File: src/rtl/cmpif_pkg.sv
// Package: register map, field layout and reset values of the comparator interface
package cmpif_pkg;
  localparam logic [31:0] CMPIF_OUTPUT_OFS     = 32'h40600000;
  localparam logic [31:0] CMPIF_CONFIG_OFS     = 32'h40600004;
  localparam logic [31:0] CMPIF_IRQ_ENABLE_OFS = 32'h40600008;
  localparam logic [31:0] CMPIF_IRQ_FLAGS_OFS  = 32'h4060000C;

  localparam int CMPIF_C0_EN_POS    = 0;
  localparam int CMPIF_C0_NEG_LSB   = 1;
  localparam int CMPIF_C0_POS_LSB   = 4;
  localparam int CMPIF_C1_EN_POS    = 8;
  localparam int CMPIF_C1_NEG_LSB   = 9;
  localparam int CMPIF_C1_POS_LSB   = 12;
  localparam int CMPIF_DAC_LSB      = 15;
  localparam int CMPIF_REFSEL_POS   = 18;

  localparam logic [31:0] CMPIF_CONFIG_MASK   = 32'h0007FF7F;
  localparam logic [31:0] CMPIF_CONFIG_RESET  = 32'h00000000;
  localparam logic [3:0]  CMPIF_IRQ_EN_RESET  = 4'h0;
  localparam logic [3:0]  CMPIF_FLAGS_RESET   = 4'h0;

  localparam logic [2:0] CMPIF_SEL_DISABLED  = 3'h0;
  localparam logic [2:0] CMPIF_SEL_INT_REF   = 3'h5;
  localparam logic [2:0] CMPIF_SEL_HALF_VDD  = 3'h6;
  localparam logic       CMPIF_REF_DAC       = 1'h1;
endpackage

File: src/rtl/cmpif_top.sv
// Comparator interface: config, enables, edge flags and sampled comparator results
//
// Function
// - Comparator zero runs only with config bit 0; comparator one with bit 8.
// - Comparator zero positive input selected by config bits 6:4.
// - Comparator zero negative input selected by config bits 3:1.
// - Comparator one positive input selected by bits 14:12, same codes.
// - Comparator one negative input selected by config bits 11:9.
// - Bit 18 picks internal reference: 1 threshold DAC, 0 bandgap.
// - Bits 17:15 set the threshold DAC level for comparator zero.
// - Interrupt enable register holds four enables, reset to zero.
// - Rising output edge sets flag bit 0 or bit 2.
// - Falling output edge sets flag bit 1 or bit 3.
// - Writing one clears a flag unless an edge sets it in the same cycle; zero leaves it; flags reset to zero.
// - Read-only output register shows both comparator results in bits 1:0.
// - Comparators are sampled on the system clock, three clock latency.
// - Output forced to zero while a comparator's inputs are disabled.
//
// Strobed register access was left to the implementer.
`timescale 1ns/1ps
module cmpif_top
  import cmpif_pkg::*;
(
  input  wire logic        mclk,
  input  wire logic        reset,
  input  wire logic        clk_en,
  input  wire logic [31:0] reg_addr,
  input  wire logic [31:0] reg_wdata,
  input  wire logic        reg_write,
  input  wire logic        reg_read,
  output logic      [31:0] reg_rdata,
  input  wire logic [1:0]  comparator_raw,
  output logic             comparator_zero_enable,
  output logic      [2:0]  comparator_zero_positive_select,
  output logic      [2:0]  comparator_zero_negative_select,
  output logic             comparator_one_enable,
  output logic      [2:0]  comparator_one_positive_select,
  output logic      [2:0]  comparator_one_negative_select,
  output logic             ref_source_select,
  output logic      [2:0]  threshold_dac_level,
  output logic             irq
);

  ////////////////////////////////////////////////////////////////////////////
  // Registers
  logic [31:0] config_ff;
  logic [3:0]  irq_enable_ff;
  logic [3:0]  flags_ff;
  logic [1:0]  sync1_ff;
  logic [1:0]  sync2_ff;
  logic [1:0]  result_ff;
  logic [1:0]  result_prev_ff;
  logic [31:0] rdata_ff;
  logic        irq_ff;

  ////////////////////////////////////////////////////////////////////////////
  // Address decode
  wire logic sel_output = (reg_addr == CMPIF_OUTPUT_OFS);
  wire logic sel_config = (reg_addr == CMPIF_CONFIG_OFS);
  wire logic sel_enable = (reg_addr == CMPIF_IRQ_ENABLE_OFS);
  wire logic sel_flags  = (reg_addr == CMPIF_IRQ_FLAGS_OFS);

  wire logic wr_config = reg_write & sel_config;
  wire logic wr_enable = reg_write & sel_enable;
  wire logic wr_flags  = reg_write & sel_flags;

  ////////////////////////////////////////////////////////////////////////////
  // Comparator qualification, edge flags, read data and interrupt
  wire logic [2:0] c0_pos = config_ff[CMPIF_C0_POS_LSB +: 3];
  wire logic [2:0] c0_neg = config_ff[CMPIF_C0_NEG_LSB +: 3];
  wire logic [2:0] c1_pos = config_ff[CMPIF_C1_POS_LSB +: 3];
  wire logic [2:0] c1_neg = config_ff[CMPIF_C1_NEG_LSB +: 3];

  wire logic c0_live = config_ff[CMPIF_C0_EN_POS] &
                       (c0_pos != CMPIF_SEL_DISABLED) & (c0_neg != CMPIF_SEL_DISABLED);
  wire logic c1_live = config_ff[CMPIF_C1_EN_POS] &
                       (c1_pos != CMPIF_SEL_DISABLED) & (c1_neg != CMPIF_SEL_DISABLED);
  wire logic [1:0] live = {c1_live, c0_live};

  wire logic [1:0] rise = result_ff & ~result_prev_ff;
  wire logic [1:0] fall = ~result_ff & result_prev_ff;
  wire logic [3:0] events = {fall[1], rise[1], fall[0], rise[0]};

  wire logic [3:0] clr_mask = wr_flags ? reg_wdata[3:0] : 4'h0;
  wire logic [3:0] nxt_flags = (flags_ff & ~clr_mask) | events;

  wire logic [31:0] nxt_config = reg_wdata & CMPIF_CONFIG_MASK;

  wire logic [31:0] nxt_rdata =
      sel_output ? {30'h0, result_ff} :
      sel_config ? config_ff :
      sel_enable ? {28'h0, irq_enable_ff} :
      sel_flags  ? {28'h0, flags_ff} : 32'h0;

  wire logic nxt_irq = |(nxt_flags & irq_enable_ff);

  ////////////////////////////////////////////////////////////////////////////
  // State
  always_ff @(posedge mclk or posedge reset) begin
    if (reset) begin
      config_ff <= CMPIF_CONFIG_RESET;
    end else if (clk_en && wr_config) begin
      config_ff <= nxt_config;
    end
  end

  always_ff @(posedge mclk or posedge reset) begin
    if (reset) begin
      irq_enable_ff <= CMPIF_IRQ_EN_RESET;
    end else if (clk_en && wr_enable) begin
      irq_enable_ff <= reg_wdata[3:0];
    end
  end

  always_ff @(posedge mclk or posedge reset) begin
    if (reset) begin
      sync1_ff       <= 2'h0;
      sync2_ff       <= 2'h0;
      result_ff      <= 2'h0;
      result_prev_ff <= 2'h0;
    end else if (clk_en) begin
      sync1_ff       <= comparator_raw;
      sync2_ff       <= sync1_ff;
      result_ff      <= sync2_ff & live;
      result_prev_ff <= result_ff;
    end
  end

  always_ff @(posedge mclk or posedge reset) begin
    if (reset) begin
      flags_ff  <= CMPIF_FLAGS_RESET;
      rdata_ff  <= 32'h0;
      irq_ff    <= 1'h0;
    end else if (clk_en) begin
      flags_ff  <= nxt_flags;
      rdata_ff  <= reg_read ? nxt_rdata : 32'h0;
      irq_ff    <= nxt_irq;
    end
  end

  ////////////////////////////////////////////////////////////////////////////
  // Outputs
  assign reg_rdata                       = rdata_ff;
  assign irq                             = irq_ff;
  assign comparator_zero_enable          = config_ff[CMPIF_C0_EN_POS];
  assign comparator_zero_positive_select = c0_pos;
  assign comparator_zero_negative_select = c0_neg;
  assign comparator_one_enable           = config_ff[CMPIF_C1_EN_POS];
  assign comparator_one_positive_select  = c1_pos;
  assign comparator_one_negative_select  = c1_neg;
  assign ref_source_select               = config_ff[CMPIF_REFSEL_POS];
  assign threshold_dac_level             = config_ff[CMPIF_DAC_LSB +: 3];

endmodule

File: config.mk
export PLATFORM = sky130hd
export DESIGN_NAME = cmpif_top
export DESIGN_NICKNAME = d
export VERILOG_FILES = /design/src/rtl/cmpif_pkg.sv /design/src/rtl/cmpif_top.sv
export SDC_FILE = /design/constraint.sdc
export NUM_CORES = 1
export LEC_CHECK = 0
export BUFFER_PORTS_ARGS = -buffer_cell sky130_fd_sc_hd__clkbuf_2
export CAP_MARGIN = 20
export CORE_UTILIZATION = 35
export DETAILED_ROUTE_END_ITERATION = 16
export PLACE_DENSITY_LB_ADDON = 0.05
export SETUP_SLACK_MARGIN = 0.1
export SYNTH_ARGS = -nofsm -noshare
export SYNTH_HDL_FRONTEND = slang
export SYNTH_SLANG_ARGS = --single-unit
export TNS_END_PERCENT = 100
File: constraint.sdc
create_clock -name mclk -period 2.1 [get_ports mclk]
set_clock_uncertainty 0.15 [all_clocks]
set_input_delay 0.21 -clock mclk [delete_from_list [all_inputs] [get_ports mclk]]
set_output_delay 0.21 -clock mclk [all_outputs]
set_load 0.01 [all_outputs]
# Word level (Yosys, flattened, before mapping)
# Index checks and enable logic that the tools add are counted.
word_totals:
  regBits: 67
  latchBits: 0
  mem_bits_rw: 0
  rom_bits: 0
  inputBits: 71
  out_inout_bits: 51
  elab_cells: 42
  n_memories: 0
classes:
  add_sub_neg: 0
  mul: 0
  n_div: 0
  order_cmp: 0
  n_eq_ne: 4
  shifts: 0
  muxes: 6
  n_bitwise: 16
  reduce_logical: 7
op_table:
  columns: ["cell", "count"]
  rows:
  - ["equality test 32 x 31 -> 1 bit, second input constant", 4]
  - ["two-way mux 19 bit", 3]
  - ["two-way mux 4 bit", 3]
  - ["nonzero test 3 bit", 4]
  - ["AND 4 bit", 2]
  - ["AND 1 bit", 7]
  - ["AND 2 bit", 3]
  - ["inverter 2 bit", 2]
  - ["inverter 4 bit", 1]
  - ["bitwise OR 4 bit", 1]
  - ["OR reduction 4 bit", 1]
  - ["logical AND 1 bit", 2]

# Longest topological paths before layout
depth:
  word_depth: 8
  depth_mapped: 8
  depth_no_buf: 5

# Worst setup path after synthesis
# OpenSTA, ideal clock, no wires.
synth_timing:
  path_kind: "in2reg"
  start: "input port reg_addr[13]"
  end: "register config_ff[0]"
  setup_time_ps: 125
  arrival_time_ps: 1678
  t_required_ps: 1825
  path_slack_ps: 147
  path_stages: 8
  n_path_buf: 3
  cell_sequence: "nor4_1 -> and4_1 -> and2_1 -> buf_6 -> and3_4 -> buf_8 -> buf_12 -> mux2_4"
synth_via:
  elab_chain_cells: 3
synth_lines:
  columns: ["item", "line", "source"]
  rows:
  - ["from (decl)", "cmpif_top.sv:27", "input wire logic [31:0] reg_addr,"]
  - ["equality test 32 x 31 -> 1 bit", "cmpif_top.sv:59", "wire logic sel_config = (reg_addr == CMPIF_CONFIG_OFS);"]
  - ["AND 1 bit", "cmpif_top.sv:63", "wire logic wr_config = reg_write & sel_config;"]
  - ["logical AND 1 bit", "cmpif_top.sv:102", "end else if (clk_en && wr_config) begin"]
  - ["to (signal assigned)", "cmpif_top.sv:103", "config_ff <= nxt_config;"]
  - ["to (decl)", "cmpif_top.sv:46", "logic [31:0] config_ff;"]
# Every way passes these cells.
# A chain may end at the register's enable or synchronous reset.

# Worst setup path in the final report
layout_timing:
  start: "register result_ff[0]"
  end: "register irq_ff, in the netlist irq"
layout_via:
  elab_chain_cells: 5
  word_cells_on_any_way: 6
  cone_classes: "bitwise: 5; reduce/logical: 1"
layout_lines:
  columns: ["item", "line", "source"]
  rows:
  - ["from (decl)", "cmpif_top.sv:51", "logic [1:0] result_ff;"]
  - ["from (signal assigned)", "cmpif_top.sv:124", "result_ff <= sync2_ff & live;"]
  - ["inverter 2 bit", "cmpif_top.sv:81", "wire logic [1:0] fall = ~result_ff & result_prev_ff;"]
  - ["AND 2 bit", "cmpif_top.sv:81", null]
  - ["bitwise OR 4 bit *", "cmpif_top.sv:85", "wire logic [3:0] nxt_flags = (flags_ff & ~clr_mask) | events;"]
  - ["AND 4 bit *", "cmpif_top.sv:95", "wire logic nxt_irq = |(nxt_flags & irq_enable_ff);"]
  - ["OR reduction 4 bit *", "cmpif_top.sv:95", null]
  - ["to (signal assigned)", "cmpif_top.sv:137", "irq_ff <= nxt_irq;"]
  - ["to (decl)", "cmpif_top.sv:54", "logic irq_ff;"]
# Mark *: on every way between the ends. The rest lies on a longest branch, timed or not.

==> run metrics <==
crit path launch type=register; Detailed Routing Iterations Pass 1=4; CTS tree=yes; most frequent cell on the critical path=nor2b_1; area leader, netlist=dfrtp_1; row count=30; critical path data required time=2.14 ns; Power Total=~1800 uW; CP cell instances=nor2b_1, nor2b_1, nand4_1, a221o_1, o32a_1; FF/Latch Area=approximately 1300 sq um; Distinct cells, synth=41; Fillers=665; delay of the slowest critical-path stage=roughly 0.44 ns; final setup TNS=0 ns; post-CTS setup buffers=0; Root Buffer=clkbuf_8; starting density of the core=0.3683; pre-CTS WS=roughly 0.030 ns; first-pass GRT wire length=9.680 mm; Final Setup Violations=0; area delta synth->final=32.51%; dpl cell area=around 3100 sq um; Synth Cell Area=about 2500 sq um; endpoints failing hold=0; routability congestion estimate=between 0.7 and 0.8; worst skew pair latency=about 0.30 ns; initial antenna violation count=0; status=finished, final reports clean; post-route DRC violation count=0; Max FO, Critical Path=5; die area=approximately 7600 sq um; Post-synth top cells=53 x dfrtp_1, 20 x mux2_2, 18 x a22o_1; peak supply drop=~0.00027 V; slowest CP cell=dfrtp_1; dominant cells by area after synthesis=dfrtp_1 52%, mux2_2 8.9%, a22o_1 6.2%; Rel. slew slack=0.5589; min Tclk post-route=1.742 ns; achievable clock frequency=574.1 MHz; Yosys reg bits=53; clk slew on worst S/H paths=0.09 ns; core area=a little under 7000 sq um; total CTS buffers=5; PortBufs=a little over 90; RSZ-0062 raised after global routing=false; drt via density=4.701; Chip Width=87.25 um; worst-case clock buffer depth=2; YS warnings=0; Routed WL=around 5.8 mm; leak pwr=about 0.0017 uW; vias in the first global route=a little under 2000; Layout Cells excl Fill=411; fin area=roughly 3400 sq um; clk sinks=between 50 and 60; worst slew pin tran=about 0.66 ns; Cells after Synth=195; Initial DRC Count=65; setup slack after layout=about 0.36 ns; number of synthesized flops with an enable pin=0; Yosys top cell area share=0.5214; # H-tree levels=2; fin crit share=0.8295; WL/cell=14.23 um; WS Path Type=reg2reg; placed cell count=~390; detailed placer's ending HPWL=between 4 and 5 mm; register area share after synthesis=0.5214; layout cell share with drive strength beyond 1=0.4825; Remaining Overflow, GRT=0; Die Y=87.25 um; Final nets=roughly 390; via count=between 1500 and 2000; footprint of the multi-input gates=~1100 sq um; Detail Route Antenna Nets=0; pwr dens=roughly 530 nW/um^2; I/O pins=122; Avg Synthesized Cell Area=~13 sq um; Post-synth ARST share=1.000; pin count of the biggest net entering global routing=between 50 and 60; CP endpoint kind=register; WP data arrival=1.78 ns; most numerous cell in the Yosys netlist=dfrtp_1; Hold Crit Class=in2reg; n_diodes=0; max cap viols=0; final slew viol count=0; top_reg_cell synth=dfrtp_1; All-Layer GR Usage=0.1642
[repair_timing]
action / in CTS / in global routing
endpoints found under the setup margin: 0 / 0
hold endpoints to repair: 69 / 0
hold buffers: 17 / 0
gates resized for setup: 0 / 0
[power by group]
group          internal [uW]  total (uW)  switching (uW)
clock                    236         564             328
sequential              1040        1040            8.93
combinational           93.9         185            90.9
[through the flow]
step                      hold slack [ns]    util
after floorplan                    0.2081       -
after CTS                         0.03257  0.4880
final                             0.04547  0.4880
after global routing              0.03577  0.4880
after detailed placement           0.2711  0.4507
after global placement             0.2789  0.4507
[per-layer routing]
layer / wire length (um) / share of wire / track usage
met5: 0 / 0 / 0
met4: 25 / 0.0043 / 0.03875
met3: 213 / 0.036 / 0.03033
met2: 2884 / 0.49 / 0.2642
met1: 2726 / 0.47 / 0.2293
[cells by family (layout without fill, tap and decap cells)]
kind of cell | count (synthesis) | in the layout | synth area share
compound gates | 38 | 38 | 0.1220
simple gates | 43 | 43 | 0.1235
buf+inv | 28 | 135 | 0.07624
other cells | 1 | 14 | 0.001474
mux | 32 | 32 | 0.1554
flops | 53 | 53 | 0.5214
[critical path, delay by kind of cell (launching register included)]
| family | cells | cell delay (ns) |
|---|---|---|
| AO/OA/AOI/OAI | 2 | 0.61 |
| flip-flops | 1 | 0.44 |
| AND/OR/NAND/NOR | 3 | 0.44 |
[cells in the final DEF (no fill, tap or decap), types with 2 or more instances in the layout]
cell | synthesis | final
a22o_1 | 18 | 18
a22oi_1 | 2 | 2
a31oi_1 | 2 | 2
and4_1 | 2 | 2
buf_4 | 14 | 13
clkbuf_2 | 0 | 93
clkbuf_8 | 0 | 5
clkinvlp_4 | 0 | 2
conb_1 | 1 | 14
dfrtp_1 | 53 | 53
dlygate4sd3_1 | 0 | 17
inv_1 | 3 | 2
mux2_2 | 20 | 20
mux2_4 | 10 | 10
mux2i_1 | 2 | 2
nand2_1 | 3 | 3
nand4_1 | 8 | 8
nor2_1 | 2 | 2
nor2b_1 | 8 | 8
nor3_1 | 3 | 3
nor4_1 | 4 | 4
nor4b_2 | 3 | 3
o2111ai_1 | 2 | 2
o21a_1 | 2 | 2
o21ai_0 | 4 | 4
o2bb2ai_1 | 5 | 5
[sequential cells by signal (all words and copies together), names as in the netlist]
name / cells
result_prev_ff: 2
result_ff: 2
sync1_ff: 2
config_ff: 18
irq: 1
sync2_ff: 2
irq_enable_ff: 4
reg_rdata: 18
flags_ff: 4
[area by class of cell]
cell class | count | share of cell area
timing repair buffer | 124 | 0.2235
clock inverter | 2 | 0.004454
clock buffer | 6 | 0.02153
inverter | 3 | 0.003341
sequential | 53 | 0.3935
tap | 96 | 0.03563
multi-input combinational | 127 | 0.3181
[path summary, 6_finish.rpt]
| kind | slack [ns] | cells past startpoint | to | from |
|---|---|---|---|---|
| worst max-delay path | 0.36 | 5 | irq | result_ff[0] |
| worst min-delay path | 0.05 | 2 | config_ff[3] | reg_wdata[3] |
| worst max register to register | 0.36 | 5 | irq | result_ff[0] |
| worst min register to register | 0.35 | 1 | reg_rdata[2] | reg_rdata[2] |
| max in group asynchronous | 0.90 | 4 | config_ff[8] | reset |
| min in group asynchronous | 0.47 | 4 | reg_rdata[3] | reset |
Note: power is estimated with default switching activity, not from simulation.
